### src/lfs_consts.svh
// Constants for the LED driver fault supervisor: counts, widths and reset values.
`ifndef LFS_CONSTS_SVH
`define LFS_CONSTS_SVH

// ----------------------------------------------------------------------------
// Timing counts, in core clock cycles, and the counter width
// ----------------------------------------------------------------------------
`define LFS_SHDN_CYCLES 32750
`define LFS_SS_CYCLES 16
`define LFS_CNT_W 16

// ----------------------------------------------------------------------------
// Sizes and reset values
// ----------------------------------------------------------------------------
`define LFS_STRINGS 4
`define LFS_SYNC_W 21
`define LFS_MASK_RST 4'h0

`endif

### src/lfs_pkg.sv
// Type package for the LED driver fault supervisor.
package lfs_pkg;

  // --------------------------------------------------------------------------
  // Supervisor states, Gray coded along off, start, run, search.
  // --------------------------------------------------------------------------
  typedef enum logic [2:0] {
    LFS_OFF = 3'h0,
    LFS_START = 3'h1,
    LFS_RUN = 3'h3,
    LFS_SEARCH = 3'h2,
    LFS_LATCH = 3'h6
  } lfs_state_e;

endpackage

### src/lfs_supervisor.sv
// Fault-response supervisor for a four-string boost LED driver.
`timescale 1ns/100ps
`include "lfs_consts.svh"

// How it works
// - Shorted sink at startup holds soft-start off.
// - Open sink: raise output until overvoltage trips.
// - Then drop unregulated strings, return to regulation.
// - Current-set short: boost, sinks off, no flag.
// - Freq-set short: all off, flag, soft-start restart.
// - Overvoltage stops boost only, no flag.
// - Overtemperature: all off, no flag, auto restart.
// - Input undervoltage: all off, clear latched faults.
// - Secondary switch limit latches everything off, flag.
// - Input current 1x flags; 2x latches off.
module lfs_supervisor #(
  parameter int SHDN_CYCLES = `LFS_SHDN_CYCLES,
  parameter int SS_CYCLES = `LFS_SS_CYCLES
) (
  // Clock and reset.
  input wire logic core_clk_in,
  input wire logic rst_n_in,
  // Dimming/enable pin level.
  input wire logic enable_in,
  // Fault comparator levels from the analog front end.
  input wire logic uvlo_in,
  input wire logic sw_ilim2_in,
  input wire logic iin_lim1x_in,
  input wire logic iin_lim2x_in,
  input wire logic freq_set_sync_pin_short_in,
  input wire logic current_set_pin_short_in,
  input wire logic overtemp_in,
  input wire logic ovp_in,
  // Per-string sink pin indications.
  input wire logic [`LFS_STRINGS-1:0] led_sink_pin_short_in,
  input wire logic [`LFS_STRINGS-1:0] led_sink_pin_open_in,
  input wire logic [`LFS_STRINGS-1:0] led_sink_pin_inreg_in,
  // Power stage enables.
  output logic boost_en_out,
  output logic disc_sw_on_out,
  output logic [`LFS_STRINGS-1:0] sink_en_out,
  output logic softstart_out,
  output logic vout_raise_out,
  // Fault flag, high while a flagged fault stands.
  output logic fault_flag_out,
  // Supervisor state for observation.
  output lfs_pkg::lfs_state_e state_out
);
  import lfs_pkg::*;

  // --------------------------------------------------------------------------
  // Input synchronisation
  // --------------------------------------------------------------------------
  logic [`LFS_SYNC_W-1:0] raw_w; // Bundle of asynchronous levels.
  logic [`LFS_SYNC_W-1:0] syn_w; // Same bundle, synchronised.
  assign raw_w = {enable_in, uvlo_in, sw_ilim2_in, iin_lim1x_in, iin_lim2x_in,
                  freq_set_sync_pin_short_in, current_set_pin_short_in, overtemp_in,
                  ovp_in, led_sink_pin_short_in, led_sink_pin_open_in,
                  led_sink_pin_inreg_in};

  // Every comparator passes two flops before use.
  lfs_sync #(.W(`LFS_SYNC_W)) u_sync (
    .core_clk_in(core_clk_in),
    .rst_n_in(rst_n_in),
    .async_in(raw_w),
    .sync_out(syn_w)
  );

  logic en_s, uvlo_s, ilim2_s, lim1x_s, lim2x_s, fset_s, current_set_pin_s, otp_s, ovp_s;
  logic [`LFS_STRINGS-1:0] short_s, open_s, inreg_s; // Per-string levels.
  assign {en_s, uvlo_s, ilim2_s, lim1x_s, lim2x_s, fset_s, current_set_pin_s, otp_s, ovp_s,
          short_s, open_s, inreg_s} = syn_w;

  // --------------------------------------------------------------------------
  // State, counters and string mask
  // --------------------------------------------------------------------------
  lfs_state_e state_q, state_d; // Supervisor state.
  logic [`LFS_CNT_W-1:0] low_cnt_q; // Cycles the enable pin has been low.
  logic [`LFS_CNT_W-1:0] ss_cnt_q; // Soft-start progress.
  logic [`LFS_STRINGS-1:0] off_mask_q, off_mask_d; // Strings dropped as open.

  // Named decodes used by the state logic.
  wire latch_hit_w = ilim2_s | lim2x_s;
  wire restart_hit_w = fset_s | otp_s;
  wire shdn_w = (low_cnt_q == `LFS_CNT_W'(SHDN_CYCLES));
  wire ss_done_w = (ss_cnt_q == `LFS_CNT_W'(SS_CYCLES));
  wire led_short_w = |short_s;
  wire open_seen_w = |(open_s & ~off_mask_q);

  // Counts enable-low cycles, saturating at the shutdown count.
  always_ff @(posedge core_clk_in or negedge rst_n_in) begin
    if (!rst_n_in) begin
      low_cnt_q <= '0;
    end else if (en_s) begin
      low_cnt_q <= '0;
    end else if (!shdn_w) begin
      low_cnt_q <= low_cnt_q + `LFS_CNT_W'(1);
    end
  end

  // Soft-start counter runs only in start while no sink short is seen.
  always_ff @(posedge core_clk_in or negedge rst_n_in) begin
    if (!rst_n_in) begin
      ss_cnt_q <= '0;
    end else if (state_q != LFS_START || restart_hit_w) begin
      ss_cnt_q <= '0; // A restart fault rewinds soft-start so it runs in full.
    end else if (!led_short_w && !ss_done_w) begin
      ss_cnt_q <= ss_cnt_q + `LFS_CNT_W'(1);
    end
  end

  // Next state: undervoltage first, then latching faults, then the rest.
  always_comb begin
    state_d = state_q;
    off_mask_d = off_mask_q;
    if (uvlo_s) begin
      state_d = LFS_OFF; // Clears any latched fault.
      off_mask_d = `LFS_MASK_RST;
    end else if (latch_hit_w) begin
      state_d = LFS_LATCH;
    end else begin
      case (state_q)
        LFS_OFF: begin
          if (en_s) begin
            state_d = LFS_START;
          end
        end
        LFS_START: begin
          if (shdn_w) begin
            state_d = LFS_OFF;
          end else if (restart_hit_w) begin
            state_d = LFS_START;
          end else if (ss_done_w) begin
            state_d = LFS_RUN;
          end
        end
        LFS_RUN: begin
          if (shdn_w) begin
            state_d = LFS_OFF;
          end else if (restart_hit_w) begin
            state_d = LFS_START; // Auto restart via soft-start.
          end else if (open_seen_w) begin
            state_d = LFS_SEARCH;
          end
        end
        LFS_SEARCH: begin
          if (shdn_w) begin
            state_d = LFS_OFF;
          end else if (restart_hit_w) begin
            state_d = LFS_START;
          end else if (ovp_s) begin
            off_mask_d = off_mask_q | ~inreg_s;
            state_d = LFS_RUN;
          end
        end
        LFS_LATCH: begin
          if (shdn_w) begin
            state_d = LFS_OFF; // Long enable-low releases the latch.
          end
        end
        default: begin
          state_d = LFS_OFF;
        end
      endcase
      if (state_d == LFS_OFF) begin
        off_mask_d = `LFS_MASK_RST;
      end
    end
  end

  // State and mask registers.
  always_ff @(posedge core_clk_in or negedge rst_n_in) begin
    if (!rst_n_in) begin
      state_q <= LFS_OFF;
      off_mask_q <= `LFS_MASK_RST;
    end else begin
      state_q <= state_d;
      off_mask_q <= off_mask_d;
    end
  end

  // --------------------------------------------------------------------------
  // Output decode
  // --------------------------------------------------------------------------
  wire active_w = (state_q == LFS_RUN) || (state_q == LFS_SEARCH);
  wire hard_off_w = uvlo_s | latch_hit_w | restart_hit_w;
  wire start_hold_w = (state_q == LFS_START) && led_short_w;

  logic boost_d, disc_d, ss_d, raise_d, flag_d;
  logic [`LFS_STRINGS-1:0] sink_d;
  assign boost_d = !hard_off_w && !current_set_pin_s && !ovp_s && !start_hold_w
                   && (active_w || state_q == LFS_START);
  assign disc_d = !hard_off_w && (state_q != LFS_OFF) && (state_q != LFS_LATCH);
  assign sink_d = (!hard_off_w && !current_set_pin_s && active_w) ? ~off_mask_q : '0;
  assign ss_d = !hard_off_w && (state_q == LFS_START) && !led_short_w;
  assign raise_d = boost_d && (state_q == LFS_SEARCH);
  assign flag_d = !uvlo_s && (latch_hit_w || fset_s || lim1x_s
                  || state_q == LFS_LATCH);

  // Output registers, so every enable changes only on a clock edge.
  always_ff @(posedge core_clk_in or negedge rst_n_in) begin
    if (!rst_n_in) begin
      boost_en_out <= 1'b0;
      disc_sw_on_out <= 1'b0;
      sink_en_out <= '0;
      softstart_out <= 1'b0;
      vout_raise_out <= 1'b0;
      fault_flag_out <= 1'b0;
    end else begin
      boost_en_out <= boost_d;
      disc_sw_on_out <= disc_d;
      sink_en_out <= sink_d;
      softstart_out <= ss_d;
      vout_raise_out <= raise_d;
      fault_flag_out <= flag_d;
    end
  end

  assign state_out = state_q;

  // --------------------------------------------------------------------------
  // Assertions
  // --------------------------------------------------------------------------
  AST_SHORT_HOLD: assert property (@(posedge core_clk_in) disable iff (!rst_n_in)
    (state_q == LFS_START && led_short_w && !hard_off_w) |=> (!boost_en_out
      && sink_en_out == '0 && disc_sw_on_out && !softstart_out && !fault_flag_out))
    else $error("Sink short at startup not held.");
  AST_SEARCH_RAISE: assert property (@(posedge core_clk_in) disable iff (!rst_n_in)
    (state_q == LFS_RUN && open_seen_w && !hard_off_w && !shdn_w && !lim1x_s)
      |=> (state_q == LFS_SEARCH) ##0 !fault_flag_out)
    else $error("Open sink did not start the search.");
  AST_DROP_OPEN: assert property (@(posedge core_clk_in) disable iff (!rst_n_in)
    (state_q == LFS_SEARCH && ovp_s && !hard_off_w && !shdn_w)
      |=> (state_q == LFS_RUN && (off_mask_q & ~$past(inreg_s)) == ~$past(inreg_s)))
    else $error("Unregulated strings not dropped.");
  AST_CURRENT_SET_PIN_OFF: assert property (@(posedge core_clk_in) disable iff (!rst_n_in)
    (current_set_pin_s && !hard_off_w) |=> (!boost_en_out && sink_en_out == '0))
    else $error("Current-set short left boost or sinks on.");
  AST_FSET_OFF: assert property (@(posedge core_clk_in) disable iff (!rst_n_in)
    (fset_s && !uvlo_s) |=> (!boost_en_out && !disc_sw_on_out && fault_flag_out))
    else $error("Freq-set short response wrong.");
  AST_OVP_BOOST: assert property (@(posedge core_clk_in) disable iff (!rst_n_in)
    (ovp_s && state_q == LFS_RUN && !hard_off_w && !current_set_pin_s)
      |=> (!boost_en_out && disc_sw_on_out && sink_en_out == ~$past(off_mask_q)))
    else $error("Overvoltage response wrong.");
  AST_OTP_OFF: assert property (@(posedge core_clk_in) disable iff (!rst_n_in)
    (otp_s && !fset_s && !latch_hit_w && !lim1x_s && state_q != LFS_LATCH)
      |=> (!boost_en_out && !disc_sw_on_out && sink_en_out == '0 && !fault_flag_out))
    else $error("Overtemperature response wrong.");
  AST_UVLO_CLEAR: assert property (@(posedge core_clk_in) disable iff (!rst_n_in)
    uvlo_s |=> (state_q == LFS_OFF && !boost_en_out && !disc_sw_on_out && !fault_flag_out))
    else $error("Undervoltage did not clear and shut off.");
  AST_LATCH_HOLD: assert property (@(posedge core_clk_in) disable iff (!rst_n_in)
    (state_q == LFS_LATCH && !uvlo_s && !shdn_w) |=> (state_q == LFS_LATCH && fault_flag_out
      && !disc_sw_on_out && !boost_en_out && sink_en_out == '0))
    else $error("Latched fault released early.");
  AST_LATCH_ENTRY: assert property (@(posedge core_clk_in) disable iff (!rst_n_in)
    (latch_hit_w && !uvlo_s) |=> (state_q == LFS_LATCH && fault_flag_out
      && sink_en_out == '0))
    else $error("Latching fault not latched.");
  AST_REENABLE: assert property (@(posedge core_clk_in) disable iff (!rst_n_in)
    (state_q == LFS_LATCH && shdn_w && !uvlo_s && !latch_hit_w) |=> state_q == LFS_OFF)
    else $error("Long enable-low did not release latch.");

endmodule // lfs_supervisor

### src/lfs_sync.sv
// Two flip-flop synchroniser for a bundle of level inputs.
`timescale 1ns/100ps
module lfs_sync #(
  parameter int W = 1
) (
  // Clock and reset.
  input wire logic core_clk_in,
  input wire logic rst_n_in,
  // Asynchronous levels in, synchronised levels out.
  input wire logic [W-1:0] async_in,
  output logic [W-1:0] sync_out
);

  logic [W-1:0] meta_q; // First stage, read only by the second stage.

  // Two stages; the first is never looked at by logic.
  always_ff @(posedge core_clk_in or negedge rst_n_in) begin
    if (!rst_n_in) begin
      meta_q <= '0;
      sync_out <= '0;
    end else begin
      meta_q <= async_in;
      sync_out <= meta_q;
    end
  end

endmodule // lfs_sync
### config.mk
export PLATFORM = sky130hd
export DESIGN_NAME = lfs_supervisor
export DESIGN_NICKNAME = d
export VERILOG_FILES = /design/src/lfs_pkg.sv /design/src/lfs_supervisor.sv /design/src/lfs_sync.sv
export VERILOG_INCLUDE_DIRS = /design/src
export SDC_FILE = /design/constraint.sdc
export NUM_CORES = 1
export LEC_CHECK = 0
export ABC_AREA = 0
export BUFFER_PORTS_ARGS = -buffer_cell sky130_fd_sc_hd__buf_4
export CAP_MARGIN = 20
export CORE_MARGIN = 2
export CORE_UTILIZATION = 52
export DETAILED_ROUTE_END_ITERATION = 8
export HOLD_SLACK_MARGIN = 0.08
export PLACE_DENSITY = 0.74
export SLEW_MARGIN = 20
export SYNTH_ARGS = -nofsm -noshare
export SYNTH_HDL_FRONTEND = slang
export SYNTH_SLANG_ARGS = --single-unit
### constraint.sdc
create_clock -name core_clk_in -period 2.2 [get_ports core_clk_in]
set_input_delay 0.11 -clock core_clk_in [delete_from_list [all_inputs] [get_ports core_clk_in]]
set_output_delay 0.11 -clock core_clk_in [all_outputs]
set_load 0.02 [all_outputs]
# After elaboration in Yosys (flattened, before gate mapping)
# Cells that the tools add are included.
# totals
ff_bits,90
inputBits,23
wordCells,97
# classes
n_addsub,2
eq_ne,12
mux,28
n_bitwise,8
reduce_logical,35
# op_table
operator,n
two-way mux 16 bit,4
two-way mux 3 bit,15
"adder 16 x 1 -> 16 bit, second input constant",2
two-way mux 4 bit,8
"== test 16 x 15 -> 1 bit, second input constant",1
"== test 16 x 5 -> 1 bit, second input constant",1
case mux 3 bit (5 select lines),1
logical AND 1 bit,13
"!= test 3 x 1 -> 1 bit, second input constant",3
nonzero test 3 bit,3
inverter 4 bit,2
OR reduction 4 bit,2
logical NOT 1 bit,7
"== test 3 x 2 -> 1 bit, second input constant",2
logical NOT 3 bit,2
logical OR 1 bit,6
AND reduction 5 bit,1
AND 4 bit,1
"!= test 2 x 1 -> 1 bit, second input constant",2
bitwise OR 1 bit,4
bitwise OR 4 bit,1
"== test 3 x 1 -> 1 bit, second input constant",1
"== test 3 bit, second input constant",1
"!= test 3 bit, second input constant",1
nonzero test 2 bit,1

# Logic depth before layout (Yosys ltp)
# Gate-level depths: netlist of the first run.
# logic_depth
word_depth,13
mapped_depth,8
mapped_depth_nobuf,6

# Hierarchy
# Synthesis of the first run repeated with hierarchy kept, for this count alone.
# unflattened
hier_cells,305
area_unflattened_um2,3569.7
# modules_own_cells
mod,n_inst,cells_per_inst,area_per_inst_um2,seq_area_each_um2
lfs_supervisor,1,263,2518.7,1201.2
lfs_sync,1,42,1051.0,1051.0

# Least setup slack after synthesis of the first run
# Ideal clock, no wire load.
# synth_timing
path_kind,reg-to-reg
startpoint,register u_sync.sync_out[9]
endpoint,register ss_cnt_q[12]
setup_time_ns,0.078
arrival_ns,2.246
setup_slack_ns,-0.124
stages_incl_launch_ff,7
n_path_buf,2
period_less_slack_ns,2.324
cell_sequence,dfrtp_1 -> or4_4 -> buf_6 -> or4_1 -> clkbuf_2 -> or4_1 -> a21oi_1
# synth_via
elab_chain_len,4
# synth_lines
element,line_no,source
from (decl),lfs_sync.sv:11,output logic [W-1:0] sync_out
from (signal assigned),lfs_sync.sv:23,sync_out <= meta_q;
OR reduction 4 bit,lfs_supervisor.sv:87,wire led_short_w = |short_s;
logical NOT 1 bit,lfs_supervisor.sv:107,end else if (!led_short_w && !ss_done_w) begin
logical AND 1 bit,lfs_supervisor.sv:107,
nonzero test 2 bit (no source line),--,
to (signal assigned),lfs_supervisor.sv:108,ss_cnt_q <= ss_cnt_q + `LFS_CNT_W'(1);
to (decl),lfs_supervisor.sv:79,logic [`LFS_CNT_W-1:0] ss_cnt_q;
# Every way passes these cells.
# A chain may end at the register's enable or synchronous reset.

# Worst setup path in the final report of the first run
# layout_timing
startpoint,register u_sync.sync_out[10]
endpoint,register ss_cnt_q[15]
# The elaborated chain is that of the path after synthesis.

==> results of run 1 <==
## registers in the layout, summed over array words and instances, names as in the netlist
| signal | flops |
|---|---|
| u_sync.meta_q | 21 |
| u_sync.sync_out | 21 |
| low_cnt_q | 16 |
| ss_cnt_q | 16 |
| off_mask_q | 4 |
| sink_en_out | 4 |
| state_out | 3 |
| boost_en_out | 1 |
| disc_sw_on_out | 1 |
| fault_flag_out | 1 |
| softstart_out | 1 |
| vout_raise_out | 1 |
## what timing repair did
item	CTS	global route
setup endpoints to repair	0	9
endpoints found under the hold margin	56	0
hold buffers	22	0
resized for setup	0	5
## area by class of cell
type	count	area [um2]	share of cell area, %
inverters	13	48.80	1.124
well taps	80	100.1	2.305
flip-flops and latches	90	2252	51.87
multi-input cells	190	1204	27.72
clock inverters	7	65.06	1.499
repair buffers	64	548.0	12.62
clock buffers	9	123.9	2.853
## report_power, final
part / leakage [nW] / internal [mW] / switching (mW)
clock: 0.0951 / 0.442 / 0.620
combinational: 0.616 / 0.0882 / 0.0872
sequential: 1.15 / 1.70 / 0.0334
## cell families (layout without fill, tap and decap cells)
logic type               Yosys count  after routing  synth area share [%]
flip-flops                        90             90                 63.45
XOR/XNOR                          14             14                 3.454
multiplexers                       1              1                0.2820
adder cells (fa/ha/maj)            4              4                 1.410
AO/OA/AOI/OAI                     51             51                 8.988
AND/OR/NAND/NOR                  120            120                 19.21
buffers and inverters             28             93                 3.208
## layer usage
layer / up-vias / global-route usage, %
li1: 1226 / -
met1: 1229 / 25.03
met2: 49 / 29.93
met3: 8 / 5.143
met4: 0 / 6.818
met5: - / 0
## worst max-delay path, stage by stage, from the launching register on
cell	delay, ps
dfrtp_1	380
or4_4	550
or4b_4	530
or4_4	500
a21oi_2	120
## cell usage in the layout (no fill, tap or decap), types with 2 or more instances in the layout
cell            n
dfrtp_1        90
buf_4          41
nor2_1         27
dlygate4sd3_1  22
a21oi_1        16
inv_1          13
nand2_1        13
nand3_1        11
nand4_1        10
o31ai_1         9
nor3_1          9
clkbuf_8        9
or4_1           8
a31oi_1         8
xnor2_1         8
nor4_1          6
xor2_1          6
a211oi_1        6
or3_1           5
o21ai_0         5
or4_4           4
nor2b_1         4
ha_1            4
inv_6           4
or2_2           3
and3_1          3
or3b_2          2
nor4b_1         2
nor3b_1         2
nand2b_1        2
and4_1          2
o21a_1          2
inv_8           2
## per-stage QoR
stage                     setup slack, ps  power [mW]  hold slack, ps
after floorplan                     29.41       1.816          -185.6
after global placement              115.9       1.908           90.24
after detailed placement            64.38       1.912           95.19
after CTS                           62.59       3.010           245.6
after global routing                4.763       3.105           267.7
final                               62.31       2.972           245.5
## final timing paths
check / startpoint / to / slack, ps / cells after the start
min in group core_clk_in: u_sync.meta_q[15]$_DFF_PN0_ / u_sync.sync_out[15]$_DFF_PN0_ / 350 / 0
hold / removal: rst_n_in / ss_cnt_q[8]$_DFFE_PN0P_ / 250 / 2
max in group asynchronous: rst_n_in / u_sync.meta_q[10]$_DFF_PN0_ / 1340 / 3
setup / recovery: u_sync.sync_out[10]$_DFF_PN0_ / ss_cnt_q[15]$_DFFE_PN0P_ / 60 / 4
setup reg to reg: u_sync.sync_out[10]$_DFF_PN0_ / ss_cnt_q[15]$_DFFE_PN0P_ / 60 / 4
hold reg to reg: u_sync.meta_q[15]$_DFF_PN0_ / u_sync.sync_out[15]$_DFF_PN0_ / 350 / 0
==> metrics.yaml, run 1 <==
synthesis:
  synth_area_per_cell_um2: 11.52
  synth.top_cells.by_area: "dfrtp_1 63%, nor2_1 2.9%, a21oi_1 2.4%"
  syn-cell-area_mm2: 0.003550
  syn-instance-count: 308
  ys_warn_count: 0
  synthArstFlopShare_pct: 100.0
  yosysTopAreaCell: "dfrtp_1"
  synth_most_common_cell: "dfrtp_1"
  synth_ff_type: "dfrtp_1"
  ys_seq_elements: 90
  synth_edf_count: 0
  syn_nets: 335
  synth_top_area_share_pct: 63.45
  ys_top_cells_by_count: "90 x dfrtp_1, 27 x nor2_1, 17 x a21oi_1"
  synthDistinctLibCells: 42
  seq_area_frac_synth_pct: 63.45
setup_path:
  endpoint_kind: "flop"
  crit_fanout: 5
  required_ps: 2480
  startpoint_type: "flop"
  arrival_ps: 2420
  path_class: "reg -> reg"
final_layout:
  nets: 395
  n_antenna_cell: 0
  area_growth_syn_to_layout_pct: 22.31
  n_fill_cell: 501
  fin_area_mm2: 0.004342
  final_cells: 453
  layout-drive-gt1-share_pct: 19.03
  final_core_util_pct: 64.98
cts:
  cts_sinks: 90
  clock_latency_ps: 360
  path_clk_slew_ps: 90
  numCtsBuffers: 9
  h-tree-depth: 3
  clk_path_buf_depth: 2
  cts-root-buf: "clkbuf_8"
  cts_tree: "yes"
  post_cts_buffers: 0
grt:
  grt_start_max_net_pins: 56
  grt_pass1_vias: 2390
  overflow: 0
  grt_usage_pct: 18.84
  grt_pass1_wl_um: 10810
  antenna_found_initial: 0
floorplan:
  fp.dieH_um: 86.62
  start_util_pct: 53.13
  rows: 30
  chipWidth_um: 86.62
  pin_count: 35
  die_area_mm2: 0.007503
  core-area_mm2: 0.006681
timing:
  finalSetupViolations: 0
  relSlewSlack_pct: 60.02
  fin_skew_ps: 11.91
  period_minus_slack_ps: 2138
  rsz0062_at_grt: "false"
  slew_violations: 0
  fin_tns_setup_ps: 0
  fin_crit_sh_pct: 97.17
  fmax_mhz: 467.8
  finalHoldViolations: 0
  max_slew.worst_pin.slew_ps: 599.8
placement:
  placed_area_mm2: 0.003916
  io_buffers: 34
  globalplace.congestion: 0.8399
  place_hpwl_um: 4473
  dpl.cell_count: 415
route:
  vias_per_cell: 5.545
  num_vias: 2512
  wl_met3_um: 229
  dr.first_iter.drc_count: 134
  wirelength_um: 6646
  drt-met1-wl_um: 2991
  ant_nets: 0
  wl_met2_um: 3359
  post_drt_wl_per_cell_um: 14.67
  first_pass_iters: 4
  highest_layer: "met4"
  drc: 0
status:
  status: "completed"
pwr:
  peakVddDrop_v: 0.0005614
  p_per_area_mw_per_mm2: 684.6
  power.leakage_nw: 1.862
flow_run:
  drv_cap: 0
hold_path:
  min_path_type: "in -> async"
(Power assumes the default switching activity.)
==> run 2, diff against run 1 <==
--- a/config.mk
+++ b/config.mk
@@ -13,7 +13,7 @@
 export CORE_UTILIZATION = 52
 export DETAILED_ROUTE_END_ITERATION = 8
 export HOLD_SLACK_MARGIN = 0.08
-export PLACE_DENSITY = 0.74
+export PLACE_DENSITY = 0.72
 export SLEW_MARGIN = 20
 export SYNTH_ARGS = -nofsm -noshare
 export SYNTH_HDL_FRONTEND = slang
==> constraint.sdc (replaced) <==
create_clock -name core_clk_in -period 1.8 [get_ports core_clk_in]
set_input_delay 0.09 -clock core_clk_in [delete_from_list [all_inputs] [get_ports core_clk_in]]
set_output_delay 0.09 -clock core_clk_in [all_outputs]
set_load 0.02 [all_outputs]
==> metrics.yaml, run 2 (synthesis results as in run 1) <==
pwr:
  power.leakage_nw: 2.163
  peakVddDrop_v: 0.0006254
  p_per_area_mw_per_mm2: 757.2
timing:
  relSlewSlack_pct: 45.18
  max_slew.worst_pin.slew_ps: 811.7
  rsz0062_at_grt: "true"
  fin_crit_sh_pct: 117.3
  slew_violations: 0
  worst_slack_ps: -311.0
  finalHoldViolations: 0
  fin_skew_ps: 12.17
  period_minus_slack_ps: 2111
  fmax_mhz: 473.7
  finalSetupViolations: 11
  fin_hold_ws_ps: 120.1
grt:
  grt_pass1_vias: 2765
  grt_use_met1_pct: 27.41
  overflow: 0
  antenna_found_initial: 0
  gr-usage-met3_pct: 3.524
  grt_pass1_wl_um: 12630
  grtUsageMet2_pct: 37.69
  grt_start_max_net_pins: 49
  grt_usage_pct: 22.06
  grt.busiest_layer: "met2"
status:
  status: "complete, but fails checks"
  failed_checks: "negative setup slack"
cts:
  clk_path_buf_depth: 2
  h-tree-depth: 3
  numCtsBuffers: 9
  path_clk_slew_ps: 100
  clock_latency_ps: 370
  cts_tree: "yes"
  cts_sinks: 90
  cts-root-buf: "clkbuf_8"
final_layout:
  top_regs: "u_sync.meta_q: 21 flops, u_sync.sync_out: 21 flops"
  layout-drive-gt1-share_pct: 36.08
  n_antenna_cell: 0
  nets: 446
  layout_commonest_cell: "buf_4"
  n_fill_cell: 423
  final_core_util_pct: 74.04
  final_cells: 504
  area_growth_syn_to_layout_pct: 39.37
  mostFrequentLayoutCells: "90 x buf_4, 89 x dfrtp_1, 23 x nor2_1"
placement:
  dpl.cell_count: 464
  globalplace.congestion: 0.8302
  place_worst_setup_slack_ps: -255.5
  place_hpwl_um: 5077
  io_buffers: 34
floorplan:
  chipWidth_um: 86.62
  core-area_mm2: 0.006681
  die_area_mm2: 0.007503
  start_util_pct: 53.13
  pin_count: 35
  fp.dieH_um: 86.62
  rows: 30
setup_path:
  startpoint_type: "flop"
  endpoint_kind: "flop"
  startpoint: "u_sync.sync_out[10]$_DFF_PN0_"
  crit_fanout: 5
  timing.rr.start: "u_sync.sync_out[10]$_DFF_PN0_"
  required_ps: 2090
  path_class: "reg -> reg"
  rr_worst_depth: 4
  arrival_ps: 2400
route:
  wirelength_um: 7790
  post_drt_wl_per_cell_um: 15.46
  dr.first_iter.drc_count: 119
  num_vias: 2750
  drc: 0
  first_pass_iters: 4
  vias_per_cell: 5.456
  ant_nets: 0
flow_run:
  drv_cap: 0
hold_path:
  min_path_type: "in -> async"
==> run 2: what timing repair did <==
action,CTS,global route
endpoints found under the setup margin,24,24
hold buffers,22,0
endpoints found under the hold margin,111,0
pin swaps,2,9
cloned,0,0
gates resized for setup,9,28
setup buffers,0,2
==> run 2: worst max-delay path, cell delays in order, from the launching register on <==
cell and delay, ps:
dfrtp_1 390, or4_4 540, or4b_4 530, or4_4 440
a21oi_2 130
==> run 2: cell type report <==
| cell class | count | area, um2 | share of cell area [%] |
|---|---|---|---|
| Clock buffer | 10 | 137.6 | 2.782 |
| Clock inverter | 6 | 61.31 | 1.239 |
| Inverter | 13 | 48.80 | 0.9863 |
| Multi-Input combinational cell | 190 | 1408 | 28.45 |
| Sequential cell | 90 | 2253 | 45.55 |
| Tap cell | 80 | 100.1 | 2.023 |
| Timing Repair Buffer | 115 | 938.4 | 18.97 |
==> run 2: metrics by stage <==
| step | TNS [ps] | cell area [um2] | power [mW] |
|---|---|---|---|
| global route | -3270 | 4947 | 3.865 |
| finish | -1794 | 4947 | 3.746 |
| floorplan | -1829 | 3615 | 2.225 |
| global placement | -1675 | 4324 | 2.360 |
| detailed placement | -2436 | 4324 | 2.371 |
| CTS | -1495 | 4771 | 3.735 |
==> run 2: worst paths after layout <==
kind	endpoint	slack, ps
setup / recovery	ss_cnt_q[11]$_DFFE_PN0P_	-310
hold / removal	softstart_out$_DFF_PN0_	120
setup reg to reg	ss_cnt_q[11]$_DFFE_PN0P_	-310
hold reg to reg	u_sync.sync_out[15]$_DFF_PN0_	350
max in group asynchronous	ss_cnt_q[11]$_DFFE_PN0P_	1070
min in group core_clk_in	u_sync.sync_out[15]$_DFF_PN0_	350
==> run 2: power breakdown <==
| group | switching (mW) | leakage (nW) | internal [mW] | total, mW |
|---|---|---|---|---|
| sequential | 0.0317 | 1.15 | 2.08 | 2.11 |
| combinational | 0.146 | 0.916 | 0.143 | 0.289 |
| clock | 0.775 | 0.0978 | 0.570 | 1.34 |
| total | 0.953 | 2.16 | 2.79 | 3.75 |
==> run 2: routing by layer <==
metal | vias up | share of wire [%]
met1 | 1367 | 42
met5 | - | 0
met3 | 17 | 2.1
met4 | 0 | 2.7
met2 | 45 | 53
li1 | 1321 | -
==> run 3, diff against run 2 <==
--- a/config.mk
+++ b/config.mk
@@ -6,14 +6,14 @@
 export SDC_FILE = /design/constraint.sdc
 export NUM_CORES = 1
 export LEC_CHECK = 0
-export ABC_AREA = 0
+export ABC_AREA = 1
 export BUFFER_PORTS_ARGS = -buffer_cell sky130_fd_sc_hd__buf_4
 export CAP_MARGIN = 20
 export CORE_MARGIN = 2
-export CORE_UTILIZATION = 52
+export CORE_UTILIZATION = 53
 export DETAILED_ROUTE_END_ITERATION = 8
 export HOLD_SLACK_MARGIN = 0.08
-export PLACE_DENSITY = 0.72
+export PLACE_DENSITY = 0.73
 export SLEW_MARGIN = 20
 export SYNTH_ARGS = -nofsm -noshare
 export SYNTH_HDL_FRONTEND = slang
==> metrics.yaml, run 3 <==
status:
  status: "completed"
synthesis:
  synth_most_common_cell: "dfrtp_1"
  ys_seq_elements: 90
  synth_edf_count: 0
  ys_warn_count: 0
  yosysTopAreaCell: "dfrtp_1"
  ys_top_cells_by_count: "90 x dfrtp_1, 48 x inv_1, 43 x nand2_1"
  synth.top_cells.by_area: "dfrtp_1 61%, inv_1 4.9%, nand2_1 4.4%"
  synthDistinctLibCells: 33
  synth_ff_type: "dfrtp_1"
  synth_area_per_cell_um2: 9.935
  synth_top_area_share_pct: 61.27
  synthArstFlopShare_pct: 100.0
  seq_area_frac_synth_pct: 61.27
  syn-instance-count: 370
  syn-cell-area_mm2: 0.003676
  syn_nets: 397
pwr:
  peakVddDrop_v: 0.0008239
  p_total_mw: 3.723
  power.leakage_nw: 2.203
  p_per_area_mw_per_mm2: 797.6
timing:
  finalHoldViolations: 0
  slew_violations: 0
  fin_crit_sh_pct: 99.11
  max_slew.worst_pin.slew_ps: 568.8
  period_minus_slack_ps: 1784
  rsz0062_at_grt: "true"
  fin_skew_ps: 9.800
  relSlewSlack_pct: 62.08
  finalSetupViolations: 0
  fmax_mhz: 560.5
hold_path:
  min_path_type: "in -> async"
final_layout:
  layout_commonest_cell: "dfrtp_1"
  final_core_util_pct: 69.09
  mostFrequentLayoutCells: "89 x dfrtp_1, 49 x buf_4, 46 x inv_1"
  area_growth_syn_to_layout_pct: 26.99
  layout-drive-gt1-share_pct: 25.66
  n_antenna_cell: 0
  top_regs: "u_sync.meta_q: 21 flops, u_sync.sync_out: 21 flops"
  nets: 478
setup_path:
  endpoint_kind: "flop"
  crit_fanout: 5
  required_ps: 2050
  slowest_delay_ps: 400
  startpoint_type: "flop"
  crit_top_cell: "nor2_4"
  crit_buf_inv: 3
  crit_slowest_cell: "dfrtp_1"
  cp_top_family: "simple AND/OR/NAND/NOR gates"
  cp_cell_sequence: "inv_2, ha_4, inv_2, nor2_2, nand2_2, nor2_4, nand2_4, nand3_4, nor2_4, nor2_4, nand2_4, buf_4, nand4_1, nand2_1"
  path_class: "reg -> reg"
  arrival_ps: 2030
cts:
  clock_latency_ps: 350
  cts_sinks: 90
  numCtsBuffers: 9
  h-tree-depth: 3
  path_clk_slew_ps: 100
  clk_path_buf_depth: 2
  cts-root-buf: "clkbuf_8"
  cts_tree: "yes"
floorplan:
  core-area_mm2: 0.006756
  die_area_mm2: 0.007618
  start_util_pct: 54.41
  chipWidth_um: 87.28
  fp.dieH_um: 87.28
  pin_count: 35
  rows: 30
grt:
  overflow: 0
  grt.busiest_layer: "met2"
  grt_usage_pct: 20.78
  grt_pass1_vias: 2635
  antenna_found_initial: 0
  grt_pass1_wl_um: 12240
  grt_use_met1_pct: 27.38
  gr-usage-met3_pct: 3.697
  grt_start_max_net_pins: 45
  grtUsageMet2_pct: 34.78
route:
  drc: 0
  vias_per_cell: 5.250
  wirelength_um: 7533
  num_vias: 2814
  post_drt_wl_per_cell_um: 14.05
  ant_nets: 0
  first_pass_iters: 6
  dr.first_iter.drc_count: 170
placement:
  io_buffers: 34
  place_hpwl_um: 4934
  globalplace.congestion: 0.8299
flow_run:
  drv_cap: 0
run 3: cell types whose count changed after synthesis, moves of 6 or more:
cell / before / now
a21oi_1: 17 / 28
a31oi_1: 8 / 2
clkbuf_1: 13 / 2
inv_1: 13 / 48
inv_2: 0 / 7
nand2_1: 13 / 43
nand2_2: 0 / 8
nand3_1: 11 / 28
nor3_1: 9 / 15
o21ai_0: 5 / 18
o31ai_1: 9 / 2
or4_1: 11 / 0
xnor2_1: 8 / 1
run 3: final timing paths:
check | from | endpoint | slack [ps] | depth (start not counted)
setup / recovery | low_cnt_q[0]$_DFFE_PN0P_ | off_mask_q[0]$_DFFE_PN0P_ | 20 | 14
hold / removal | rst_n_in | u_sync.meta_q[20]$_DFF_PN0_ | 270 | 2
setup reg to reg | low_cnt_q[0]$_DFFE_PN0P_ | off_mask_q[0]$_DFFE_PN0P_ | 20 | 14
hold reg to reg | u_sync.meta_q[3]$_DFF_PN0_ | u_sync.sync_out[3]$_DFF_PN0_ | 360 | 0
max in group asynchronous | rst_n_in | u_sync.sync_out[9]$_DFF_PN0_ | 940 | 3
min in group core_clk_in | u_sync.meta_q[3]$_DFF_PN0_ | u_sync.sync_out[3]$_DFF_PN0_ | 360 | 0
run 3: cells by family after synthesis:
kind of cell	Yosys count	share of synthesized area [%]
AO/OA/AOI/OAI	58	8.679
XOR/XNOR	3	0.7149
adder cells (fa/ha/maj)	4	1.362
buffers and inverters	59	6.092
flip-flops	90	61.27
AND/OR/NAND/NOR	156	21.89
run 3: layout make-up:
class                      count  area [um2]
clock buffer                   9       123.9
clock inverter                 7       72.57
fill                         487        2088
inverter                      56       214.0
multi-input combinational    222        1296
sequential                    90        2253
tap                           80       100.1
timing repair buffer          72       608.1
run 3: timing repair:
item                       CTS  global route
pin swaps                    0             6
gates resized for setup      2            21
hold buffers                22             0
buffers inserted             1             7
setup endpoints to repair    4            17
hold endpoints to repair    63             0
cloned                       0             1
run 3: power breakdown:
part	internal (mW)	switching (mW)	total, mW
clock network	0.542	0.787	1.33
logic	0.129	0.151	0.280
registers	2.08	0.0351	2.11
run 3: through the flow:
step / setup slack [ps] / hold WS [ps] / TNS (ps) / instance area [um2] / instances
2_1_floorplan: 106.6 / -205.6 / 0 / 3676 / 370
3_3_place_gp: 56.27 / 125.9 / 0 / 4091 / 489
3_5_place_dp: -42.07 / 130.0 / -113.0 / 4091 / 489
4_1_cts: 3.439 / 284.2 / 0 / 4518 / 528
5_1_grt: -99.81 / 314.3 / -542.3 / 4668 / 536
6_report: 15.98 / 269.8 / 0 / 4668 / 536
run 3: routing by layer:
metal | wire length, um | vias up
li1 | - | 1369
met1 | 3347 | 1364
met2 | 3796 | 68
met3 | 254 | 13
met4 | 136 | 0
met5 | 0 | -
